<file path="config.mk">
export PLATFORM = sky130hd
export DESIGN_NAME = accel_offset_sleep_selftest
export DESIGN_NICKNAME = d
export VERILOG_FILES = /design/src/common/accel_pkg.sv /design/src/hw/accel_offset_sleep_selftest.sv
export VERILOG_INCLUDE_DIRS = /design/src /design/src/common
export SDC_FILE = /design/constraint.sdc
export NUM_CORES = 1
export LEC_CHECK = 0
export ABC_AREA = 1
export BUFFER_PORTS_ARGS = -buffer_cell sky130_fd_sc_hd__buf_4
export CORE_ASPECT_RATIO = 0.5
export CORE_MARGIN = 2
export CORE_UTILIZATION = 55
export CTS_CLUSTER_SIZE = 25
export DETAILED_ROUTE_END_ITERATION = 12
export PLACE_DENSITY = 0.75
export SETUP_SLACK_MARGIN = 0.1
export SYNTH_ARGS = -nofsm -noshare
export SYNTH_HDL_FRONTEND = slang
export SYNTH_SLANG_ARGS = --single-unit
</file>
<file path="constraint.sdc">
create_clock -name sys_clk -period 4.85 [get_ports sys_clk]
set_input_delay 0.2425 -clock sys_clk [delete_from_list [all_inputs] [get_ports sys_clk]]
set_output_delay 0.2425 -clock sys_clk [all_outputs]
set_load 0.02 [all_outputs]
</file>
<file path="src/common/accel_cfg.svh">
`ifndef ACCEL_CFG_SVH
`define ACCEL_CFG_SVH

`define X_TRIM_ADDR 6'h1E
`define Y_TRIM_ADDR 6'h1F
`define Z_TRIM_ADDR 6'h20
`define MOTION_STATUS_ADDR 6'h2B
`define RATE_CTRL_ADDR 6'h2C
`define FORMAT_CTRL_ADDR 6'h31
`define X_RES_LO_ADDR 6'h32
`define X_RES_HI_ADDR 6'h33
`define Y_RES_LO_ADDR 6'h34
`define Y_RES_HI_ADDR 6'h35
`define Z_RES_LO_ADDR 6'h36
`define Z_RES_HI_ADDR 6'h37

`define TRIM_RESET 8'h00
`define ODR_RESET 4'hA
`define RATE_RESET {4'h0, `ODR_RESET}
`define FORMAT_RESET 8'h00
`define SLEEP_ODR 4'h8

`define LOW_POWER_BIT 4
`define WIDE_SCALE_BIT 3
`define SELF_TEST_BIT 7
`define ASLEEP_BIT 3
`define RANGE_16G 2'h3

`endif

</file>
<file path="src/common/accel_pkg.sv">
`default_nettype none
package accel_pkg;
    typedef enum logic [1:0] {
        AWAKE = 2'b01,
        ASLEEP = 2'b10
    } sleep_state_t;
endpackage
`default_nettype wire

</file>
<file path="src/hw/accel_offset_sleep_selftest.sv">
`include "accel_cfg.svh"
`default_nettype none
// What this block does
// Samples keep flowing with a ready pulse in reduced-power mode too.
// With sleep, auto sleep and link on, inactivity puts the part asleep.
// Activity while asleep restores the programmed rate and flags activity.
// Waking on activity disarms activity detection and rearms inactivity detection.
// Each axis adds its signed 8-bit trim to every sample it stores.
// One trim step weighs 15.6 mg, scaled to the active output resolution.
// In wide-scale mode one trim step moves the output by four steps.
// The trim registers read zero after power-up.
// Rate bits 3 to 0 choose the output data rate.
// Rate bit 4 selects reduced-power sampling; the host clears it first.
// Format bit 3 selects wide scale and range bits 1 to 0 pick the range.
// Format bit 7 applies the self-test stimulus while it is set.
// The host drops about four samples after self-test is switched on.
// Reading the cause clears the flags; a pending activity blocks sleep.
// The motion status register shows whether the part is asleep.
// A new trim applies from the next sample on, never mid-sample.
module accel_offset_sleep_selftest #(
    parameter int SAMPLE_W = 16
) (
    input wire logic sys_clk,
    input wire logic rst_b,
    input wire logic reg_wr_en,
    input wire logic reg_rd_en,
    input wire logic [5:0] reg_addr,
    input wire logic [7:0] reg_wdata,
    output logic [7:0] reg_rdata,
    input wire logic raw_valid,
    input wire logic [SAMPLE_W-1:0] raw_x,
    input wire logic [SAMPLE_W-1:0] raw_y,
    input wire logic [SAMPLE_W-1:0] raw_z,
    input wire logic sleep_en,
    input wire logic auto_sleep_en,
    input wire logic link_en,
    input wire logic act_detect,
    input wire logic inact_detect,
    input wire logic int_cause_rd,
    output logic [SAMPLE_W-1:0] x_result,
    output logic [SAMPLE_W-1:0] y_result,
    output logic [SAMPLE_W-1:0] z_result,
    output logic data_ready,
    output logic act_int,
    output logic inact_int,
    output logic act_det_en,
    output logic inact_det_en,
    output logic asleep,
    output logic [3:0] odr_active,
    output logic low_power,
    output logic wide_scale_sel,
    output logic [1:0] range_sel,
    output logic self_test_on
);

    typedef struct packed {
        accel_pkg::sleep_state_t state;
        logic [7:0] x_trim;
        logic [7:0] y_trim;
        logic [7:0] z_trim;
        logic [7:0] rate;
        logic [7:0] fmt;
        logic [SAMPLE_W-1:0] x_res;
        logic [SAMPLE_W-1:0] y_res;
        logic [SAMPLE_W-1:0] z_res;
        logic [7:0] rdata;
        logic drdy;
        logic act_int;
        logic inact_int;
        logic act_en;
        logic inact_en;
        logic [3:0] odr;
    } state_t;

    localparam state_t RST_ST = '{
        state: accel_pkg::AWAKE,
        x_trim: `TRIM_RESET,
        y_trim: `TRIM_RESET,
        z_trim: `TRIM_RESET,
        rate: `RATE_RESET,
        fmt: `FORMAT_RESET,
        odr: `ODR_RESET,
        inact_en: 1'b1,
        default: '0
    };

    state_t st_ff;
    state_t nxt_st;
    logic sleep_ok;

    function automatic logic [SAMPLE_W-1:0] scale_trim(
        input logic [7:0] t,
        input logic wide,
        input logic [1:0] rng
    );
        logic signed [SAMPLE_W-1:0] e;
        e = SAMPLE_W'($signed(t));
        if (wide || rng == 2'h0) begin
            scale_trim = e <<< 2;
        end else if (rng == 2'h1) begin
            scale_trim = e <<< 1;
        end else if (rng == 2'h2) begin
            scale_trim = e;
        end else begin
            scale_trim = e >>> 1;
        end
    endfunction

    always_comb begin
        nxt_st = st_ff;
        sleep_ok = sleep_en && auto_sleep_en && link_en;
        if (reg_wr_en) begin
            case (reg_addr)
                `X_TRIM_ADDR: nxt_st.x_trim = reg_wdata;
                `Y_TRIM_ADDR: nxt_st.y_trim = reg_wdata;
                `Z_TRIM_ADDR: nxt_st.z_trim = reg_wdata;
                `RATE_CTRL_ADDR: nxt_st.rate = reg_wdata;
                `FORMAT_CTRL_ADDR: nxt_st.fmt = reg_wdata;
                default: ;
            endcase
        end
        // Samples always pass.
        nxt_st.drdy = raw_valid;
        if (raw_valid) begin
            // Trim added per axis.
            // Trim step scaling.
            // Wide scale quadruples.
            // Trim sampled before write.
            nxt_st.x_res = raw_x + scale_trim(st_ff.x_trim,
                st_ff.fmt[`WIDE_SCALE_BIT], st_ff.fmt[1:0]);
            nxt_st.y_res = raw_y + scale_trim(st_ff.y_trim,
                st_ff.fmt[`WIDE_SCALE_BIT], st_ff.fmt[1:0]);
            nxt_st.z_res = raw_z + scale_trim(st_ff.z_trim,
                st_ff.fmt[`WIDE_SCALE_BIT], st_ff.fmt[1:0]);
        end
        // Cause read clears flags.
        if (int_cause_rd) begin
            nxt_st.act_int = 1'b0;
            nxt_st.inact_int = 1'b0;
        end
        if (!link_en) begin
            nxt_st.act_en = 1'b1;
            nxt_st.inact_en = 1'b1;
        end
        unique case (st_ff.state)
            accel_pkg::AWAKE: begin
                // Inactivity enters sleep.
                // Pending activity blocks.
                if (sleep_ok && inact_detect && st_ff.inact_en &&
                    !st_ff.act_int) begin
                    nxt_st.state = accel_pkg::ASLEEP;
                    nxt_st.inact_int = 1'b1;
                    nxt_st.inact_en = 1'b0;
                    nxt_st.act_en = 1'b1;
                end
            end
            accel_pkg::ASLEEP: begin
                // Activity wakes up.
                // Detection alternates back.
                if (act_detect && st_ff.act_en) begin
                    nxt_st.state = accel_pkg::AWAKE;
                    nxt_st.act_int = 1'b1;
                    nxt_st.act_en = 1'b0;
                    nxt_st.inact_en = 1'b1;
                end else if (!sleep_ok) begin
                    nxt_st.state = accel_pkg::AWAKE;
                end
            end
        endcase
        // Programmed rate when awake.
        if (nxt_st.state == accel_pkg::ASLEEP) begin
            nxt_st.odr = `SLEEP_ODR;
        end else begin
            nxt_st.odr = nxt_st.rate[3:0];
        end
        if (reg_rd_en) begin
            case (reg_addr)
                `X_TRIM_ADDR: nxt_st.rdata = st_ff.x_trim;
                `Y_TRIM_ADDR: nxt_st.rdata = st_ff.y_trim;
                `Z_TRIM_ADDR: nxt_st.rdata = st_ff.z_trim;
                // Asleep status bit.
                `MOTION_STATUS_ADDR: nxt_st.rdata =
                    8'(st_ff.state == accel_pkg::ASLEEP) << `ASLEEP_BIT;
                `RATE_CTRL_ADDR: nxt_st.rdata = st_ff.rate;
                `FORMAT_CTRL_ADDR: nxt_st.rdata = st_ff.fmt;
                `X_RES_LO_ADDR: nxt_st.rdata = st_ff.x_res[7:0];
                `X_RES_HI_ADDR: nxt_st.rdata = st_ff.x_res[15:8];
                `Y_RES_LO_ADDR: nxt_st.rdata = st_ff.y_res[7:0];
                `Y_RES_HI_ADDR: nxt_st.rdata = st_ff.y_res[15:8];
                `Z_RES_LO_ADDR: nxt_st.rdata = st_ff.z_res[7:0];
                `Z_RES_HI_ADDR: nxt_st.rdata = st_ff.z_res[15:8];
                default: nxt_st.rdata = 8'h00;
            endcase
        end
    end

    // Trims clear at reset.
    always_ff @(posedge sys_clk) begin
        if (!rst_b) begin
            st_ff <= RST_ST;
        end else begin
            st_ff <= nxt_st;
        end
    end

    assign reg_rdata = st_ff.rdata;
    assign x_result = st_ff.x_res;
    assign y_result = st_ff.y_res;
    assign z_result = st_ff.z_res;
    assign data_ready = st_ff.drdy;
    assign act_int = st_ff.act_int;
    assign inact_int = st_ff.inact_int;
    assign act_det_en = st_ff.act_en;
    assign inact_det_en = st_ff.inact_en;
    assign asleep = st_ff.state[1];
    assign odr_active = st_ff.odr;
    // Reduced-power select.
    assign low_power = st_ff.rate[`LOW_POWER_BIT];
    // Resolution and range.
    assign wide_scale_sel = st_ff.fmt[`WIDE_SCALE_BIT];
    assign range_sel = st_ff.fmt[1:0];
    // Self-test stimulus.
    assign self_test_on = st_ff.fmt[`SELF_TEST_BIT];

    chk_trim_reset_zero: assert property (
        @(posedge sys_clk) disable iff (!rst_b)
        $rose(rst_b) |-> (x_result == '0) && (reg_rdata == 8'h00) &&
            (st_ff.x_trim == 8'h00) && (st_ff.y_trim == 8'h00) &&
            (st_ff.z_trim == 8'h00))
        else $error("trim not zero after reset");

    chk_wide_trim_sum: assert property (
        @(posedge sys_clk) disable iff (!rst_b)
        (raw_valid && wide_scale_sel) |=> x_result ==
            SAMPLE_W'($past(raw_x) +
            (SAMPLE_W'($signed($past(st_ff.x_trim))) <<< 2)))
        else $error("wide scale trim sum wrong");

    chk_fixed_trim_sum: assert property (
        @(posedge sys_clk) disable iff (!rst_b)
        (raw_valid && !wide_scale_sel && range_sel == 2'h2) |=>
            z_result == SAMPLE_W'($past(raw_z) +
            SAMPLE_W'($signed($past(st_ff.z_trim)))))
        else $error("fixed mode trim sum wrong");

    chk_sample_ready: assert property (
        @(posedge sys_clk) disable iff (!rst_b)
        raw_valid |=> data_ready ##1 (data_ready == $past(raw_valid)))
        else $error("sample ready pulse missing");

    chk_sleep_entry: assert property (
        @(posedge sys_clk) disable iff (!rst_b)
        (!asleep && sleep_en && auto_sleep_en && link_en && inact_detect &&
            inact_det_en && !act_int) |=>
            asleep && !inact_det_en && act_det_en &&
            odr_active == `SLEEP_ODR)
        else $error("sleep entry wrong");

    chk_wake_rate: assert property (
        @(posedge sys_clk) disable iff (!rst_b)
        (asleep && act_detect && act_det_en) |=>
            !asleep && act_int && odr_active == $past(st_ff.rate[3:0]))
        else $error("wake did not restore rate");

    chk_wake_rearm: assert property (
        @(posedge sys_clk) disable iff (!rst_b)
        (asleep && act_detect && act_det_en && link_en) |=>
            !act_det_en && inact_det_en)
        else $error("detection did not alternate");

    chk_act_blocks: assert property (
        @(posedge sys_clk) disable iff (!rst_b)
        (!asleep && act_int) |=> !asleep)
        else $error("slept with activity pending");

    chk_asleep_status: assert property (
        @(posedge sys_clk) disable iff (!rst_b)
        (reg_rd_en && reg_addr == `MOTION_STATUS_ADDR) |=>
            reg_rdata[`ASLEEP_BIT] == $past(asleep))
        else $error("asleep status wrong");

    chk_odr_follow: assert property (
        @(posedge sys_clk) disable iff (!rst_b)
        !asleep |-> odr_active == st_ff.rate[3:0])
        else $error("awake rate differs from control");

endmodule
`default_nettype wire

</file>
# Yosys cells after proc, flatten, opt, wreduce, memory -nomap -nowiden
# Cells that the tools add are included.
dict set report classes {
  add_sub_neg 3
  n_mul 0
  div_mod_pow 0
  order_cmp 0
  n_eq_ne 17
  shifts 0
  mux 29
  n_bitwise 1
  n_reduce_logical 15
}
# operator count
set ops {}
lappend ops {{8-bit one-hot mux with 12 select lines} 1}
lappend ops {{6-bit == test (second input constant)} 10}
lappend ops {{16-bit adder} 3}
lappend ops {{16-bit 2-to-1 mux} 3}
lappend ops {{8-bit 2-to-1 mux} 4}
lappend ops {{9-bit 2-to-1 mux} 3}
lappend ops {{7-bit 2-to-1 mux} 3}
lappend ops {{2-bit 2-to-1 mux} 7}
lappend ops {{6-bit by 5-bit == test with 1-bit output (second input constant)} 2}
lappend ops {{12-bit 2-to-1 mux} 1}
lappend ops {{2-bit AND reduction} 5}
lappend ops {{2-bit one-hot mux with 2 select lines} 2}
lappend ops {{2-bit == test (second input constant)} 3}
lappend ops {{1-bit logical AND} 6}
lappend ops {{2-bit by 1-bit == test with 1-bit output (second input constant)} 2}
lappend ops {{4-bit 2-to-1 mux} 1}
lappend ops {{1-bit 2-to-1 mux} 3}
lappend ops {{3-bit 2-to-1 mux} 1}
lappend ops {{2-bit zero test} 1}
lappend ops {{2-bit OR reduction} 1}
lappend ops {{1-bit zero test} 1}
lappend ops {{1-bit logical OR} 1}
lappend ops {{1-bit NOT} 1}
dict set report totals {
  regBits 107
  latch_bits 0
  ramBits 0
  romBits 0
  inputBits 73
  output_inout_bits 71
  wordCells 83
  memories 0
}

# Logic depth before layout (Yosys ltp)
dict set report logic_depth {
  word_depth 9
  mapped_depth 20
  ltp_nobuf 19
}

# Worst setup path before layout
# OpenSTA, ideal clock, no wires.
dict set report synth_path {
  kind {register to register}
  startpoint {register st_ff (netlist bit wide_scale_sel)}
  endpoint {register st_ff (netlist bit z_result[14])}
  t_arrival_ps 2481
  t_required_ps 4733
  setup_slack_ps 2252
  stages_incl_launch_ff 19
  path_buffers 1
  synth_period_minus_slack_ps 2598
  cell_sequence {dfxtp_1 -> o21bai_1 -> inv_1 -> nand2_2 -> buf_2 -> a211oi_1 -> ha_1 -> inv_1 -> fa_1 -> inv_1 -> nand3_1 -> nand2_1 -> nand2_1 -> nand2_1 -> nand2_1 -> nand3_1 -> nand2_1 -> nor2_1 -> nor2_1}
}
dict set report synth_via {
  elab_chain_cells 4
}
# element line_no
set synth_lines {}
lappend synth_lines {{start: declaration} accel_offset_sleep_selftest.sv:87} ;# state_t st_ff;
lappend synth_lines {{start signal: assignment} accel_offset_sleep_selftest.sv:202} ;# st_ff <= nxt_st;
lappend synth_lines {{1-bit logical OR} accel_offset_sleep_selftest.sv:98} ;# if (wide || rng == 2'h0) begin
lappend synth_lines {{9-bit 2-to-1 mux} accel_offset_sleep_selftest.sv:98}
lappend synth_lines {{16-bit 2-to-1 mux} accel_offset_sleep_selftest.sv:124} ;# if (raw_valid) begin
lappend synth_lines {{16-bit adder} accel_offset_sleep_selftest.sv:133} ;# nxt_st.z_res = raw_z + scale_trim(st_ff.z_trim,
# No other way between the ends. The select of a mux whose other input is x is not followed.
# A chain may end at the register's enable or synchronous reset.

# Final worst setup path
dict set report layout_path {
  startpoint {register st_ff (netlist bit range_sel[1])}
  endpoint {register st_ff (netlist bit z_result[14])}
}
dict set report layout_via {
  elab_chain_cells 6
}
# element line_no
set layout_lines {}
lappend layout_lines {{2-bit == test} accel_offset_sleep_selftest.sv:102} ;# end else if (rng == 2'h2) begin
lappend layout_lines {{7-bit 2-to-1 mux} accel_offset_sleep_selftest.sv:102}
lappend layout_lines {{8-bit 2-to-1 mux} accel_offset_sleep_selftest.sv:100} ;# end else if (rng == 2'h1) begin
lappend layout_lines {{9-bit 2-to-1 mux *} accel_offset_sleep_selftest.sv:98}
lappend layout_lines {{16-bit 2-to-1 mux *} accel_offset_sleep_selftest.sv:124}
lappend layout_lines {{16-bit adder *} accel_offset_sleep_selftest.sv:133}
# Every way passes the cells marked *; elsewhere a longest branch is shown, timed or not. The select of a mux whose other input is x is not followed.

==> impl_metrics.yaml <==
drt:
  drc: 0
  wire_per_inst_um: 16.66
  drt_wl_total_um: 26940
  vias: 8878
  ant_nets: 0
  via_per_inst: 5.490
  drtIter0Drc: 804
  first_pass_iters: 8
floorplan:
  die_w_um: 179.1
  die_height_um: 91.53
  die-area_sq_mm: 0.01639
  fp-row-count: 31
  start_util_pct: 57.32
  boundaryPins: 144
  core_sq_mm: 0.01470
synthesis:
  synth_flop_cell: "dfxtp_1"
  ys_seq_area_share_pct: 25.42
  synth-edff-count: 0
  yosysTopAreaCell: "dfxtp_1"
  syn_avg_cell_area_sq_um: 6.210
  synthTopCellsByArea: "dfxtp_1 25%, nand2_1 16%, nand3_1 8.0%, inv_1 7.7%, ha_1 7.1%"
  syn_nets: 1481
  synth-seq-cells: 107
  syn_inst: 1357
  synth.distinct_cells: 40
  synthArstFlopShare_pct: 0
  yosysTopAreaCellShare_pct: 25.42
  yosysWarningCount: 0
  syn_area_sq_mm: 0.008427
critical_path:
  critPathTopFamily: "simple AND/OR/NAND/NOR gates"
  cpMostUsedCell: "nand2_1"
  critPathMaxStageDelay_ns: 0.44
  crit_chain: "nor2_1 > buf_4 > inv_1 > nand2_2 > a211oi_1 > ha_1 > inv_1 > fa_1 > inv_1 > nand3_1 > nand2_1 > nand2_1 > nand2_1 > nand2_1 > nand3_1 > nand2_1 > nor2_1 > nor2_1"
  r2r_setup_slack_ns: 1.68
  end_kind: "flop"
  cp.arrival_ns: 3.44
  worstPathRequired_ns: 5.12
  critPathSlowestCell: "dfxtp_1"
  crit_fanout: 15
  critPathKind: "flop to flop"
  cp_num_buf_inv: 4
  worst_setup_path_start_kind: "flop"
grt:
  antenna_found_initial: 0
  grtUsageTotal_pct: 32.65
  grt_overflow: 0
  grt_max_degree: 62
  grt_pass1_wl_um: 41370
  grt_pass1_vias: 7801
pwr:
  leakagePower_uw: 0.005037
  powerDensity_mw_per_mm2: 229.5
  max-vdd-ir-drop_uv: 175.8
clocking:
  numCtsBuffers: 9
  postCtsSetupBuffers: 0
  cts_sinks: 107
  ctsHtreeMaxLevel: 3
  cts-root-buf: "clkbuf_16"
  clk_latency_ns: 0.37
  cts_tree: "built"
  cts_buffer_depth: 2
  cts_resized: 0
  hold_buffers: 0
  clkTransAtPathRegs_ns: 0.09
final_layout:
  syn_to_final_growth_pct: 12.20
  drive_gt1_share_pct: 14.38
  fin_cells: 1617
  fin_nets: 1538
  n_antenna_cell: 0
  fillers: 1436
placement:
  port_buffers: 143
  gp_congestion: 1.004
  dp.cells: 1601
  dp_hpwl_um: 21120
sta:
  fmax_ghz: 0.3154
  rsz0062_at_grt: "no"
  period_needed_ns: 3.171
  setup_viol: 0
  clock_skew_ns: 0.01624
  fin_setup_tns_ns: 0
  slew_headroom_pct: 20.31
  period_share_pct: 65.37
  worstMarginPinSlew_ns: 1.192
  drv_slew: 0
  hold_viol_final: 0
run_status:
  outcome: "finished clean"
flow_run:
  drv_cap: 0
worst_hold_path:
  hold_class: "input port to flop"
-- cell usage in the layout, fill, tap and decap left out, drive strengths merged --
cell type,netlist,routed
o221ai,3,3
dfxtp,107,107
a221oi,12,12
nor3,12,12
nor2,144,144
a21oi,89,89
nand2,371,371
inv,176,179
xnor2,12,12
or2,3,3
fa,3,3
and2,2,2
o21a,1,1
o31ai,1,1
ha,48,48
nand3,139,139
o21bai,4,4
buf,82,148
clkinv,2,6
o21ai,102,102
a211oi,3,3
o22ai,4,4
nand4,6,6
xor2,9,9
clkbuf,20,9
nand3b,2,2
-- stage by stage --
step	setup slack (ns)	hold WS (ns)	util (%)	instance area, sq um	total power, uW
final	1.679	0.1570	64.32	9455	2170
after global routing	1.338	0.1686	64.32	9455	2254
after CTS	1.678	0.1504	64.32	9455	2170
after detailed placement	1.700	0.4561	62.17	9139	1401
after global placement	1.758	0.4581	62.17	9139	1395
after floorplan	2.252	0.3736	-	8427	1258
-- tightest hold or removal path: cells and delay by family --
kind | cells | cell delay, ns
AO/OA/AOI/OAI | 1 | 0.06
AND/OR/NAND/NOR | 1 | 0.05
buffers and inverters | 2 | 0.11
-- metal layers --
metal | share of wire, % | global-route usage (%) | wire, um | up-vias
li1 | - | - | - | 4428
met1 | 46 | 46.01 | 12290 | 4007
met2 | 42 | 50.00 | 11260 | 400
met3 | 11 | 8.459 | 2912 | 43
met4 | 1.8 | 6.640 | 476 | 0
met5 | 0 | 0 | 0 | -
-- final timing paths --
kind	depth (start not counted)	to	from
max	18	z_result[14]	range_sel[1]
min	4	inact_int	int_cause_rd
max reg2reg	18	z_result[14]	range_sel[1]
min reg2reg	2	reg_rdata[7]	reg_rdata[7]
-- cell type report --
class	count	area [sq um]	share of cell area, %
sequential	107	2142	22.65
inverter	178	674.4	7.132
clock buffer	9	225.2	2.382
timing repair buffer	148	1111	11.75
tap	198	247.7	2.620
multi-input combinational	970	4964	52.49
clock inverter	7	91.34	0.9660
-- flip-flops by register name, indices dropped and copies added, names as in the netlist --
name and flops:
asleep 1, odr_active 4, x_result 16, inact_int 1
data_ready 1, range_sel 2, wide_scale_sel 1, low_power 1
self_test_on 1, st_ff 36, inact_det_en 1, act_det_en 1
reg_rdata 8, y_result 16, act_int 1, z_result 16
-- logic make-up (layout without fill, tap and decap cells) --
family          after synthesis  in the layout  synth area share [%]
simple gates                679            679                 34.31
buf+inv                     280            342                 15.72
xor+xnor                     21             21                 2.183
fa+ha+maj                    51             51                 7.840
compound gates              219            219                 14.52
flops                       107            107                 25.42
-- Yosys cell counts (13+ instances only) --
library cell / number
o21ai_1: 16
a21oi_1: 89
nor2_1: 130
buf_4: 65
nand3_1: 135
clkbuf_1: 20
o21ai_0: 86
buf_2: 13
inv_1: 172
dfxtp_1: 107
ha_1: 48
nand2_1: 366
-- report_power, final --
part / switching (uW) / internal, uW / total, uW
Clock: 409 / 373 / 783
Combinational: 260 / 162 / 422
Sequential: 47.1 / 918 / 965
Total: 716 / 1450 / 2170
No activity file was read; power rests on OpenSTA's default activity.
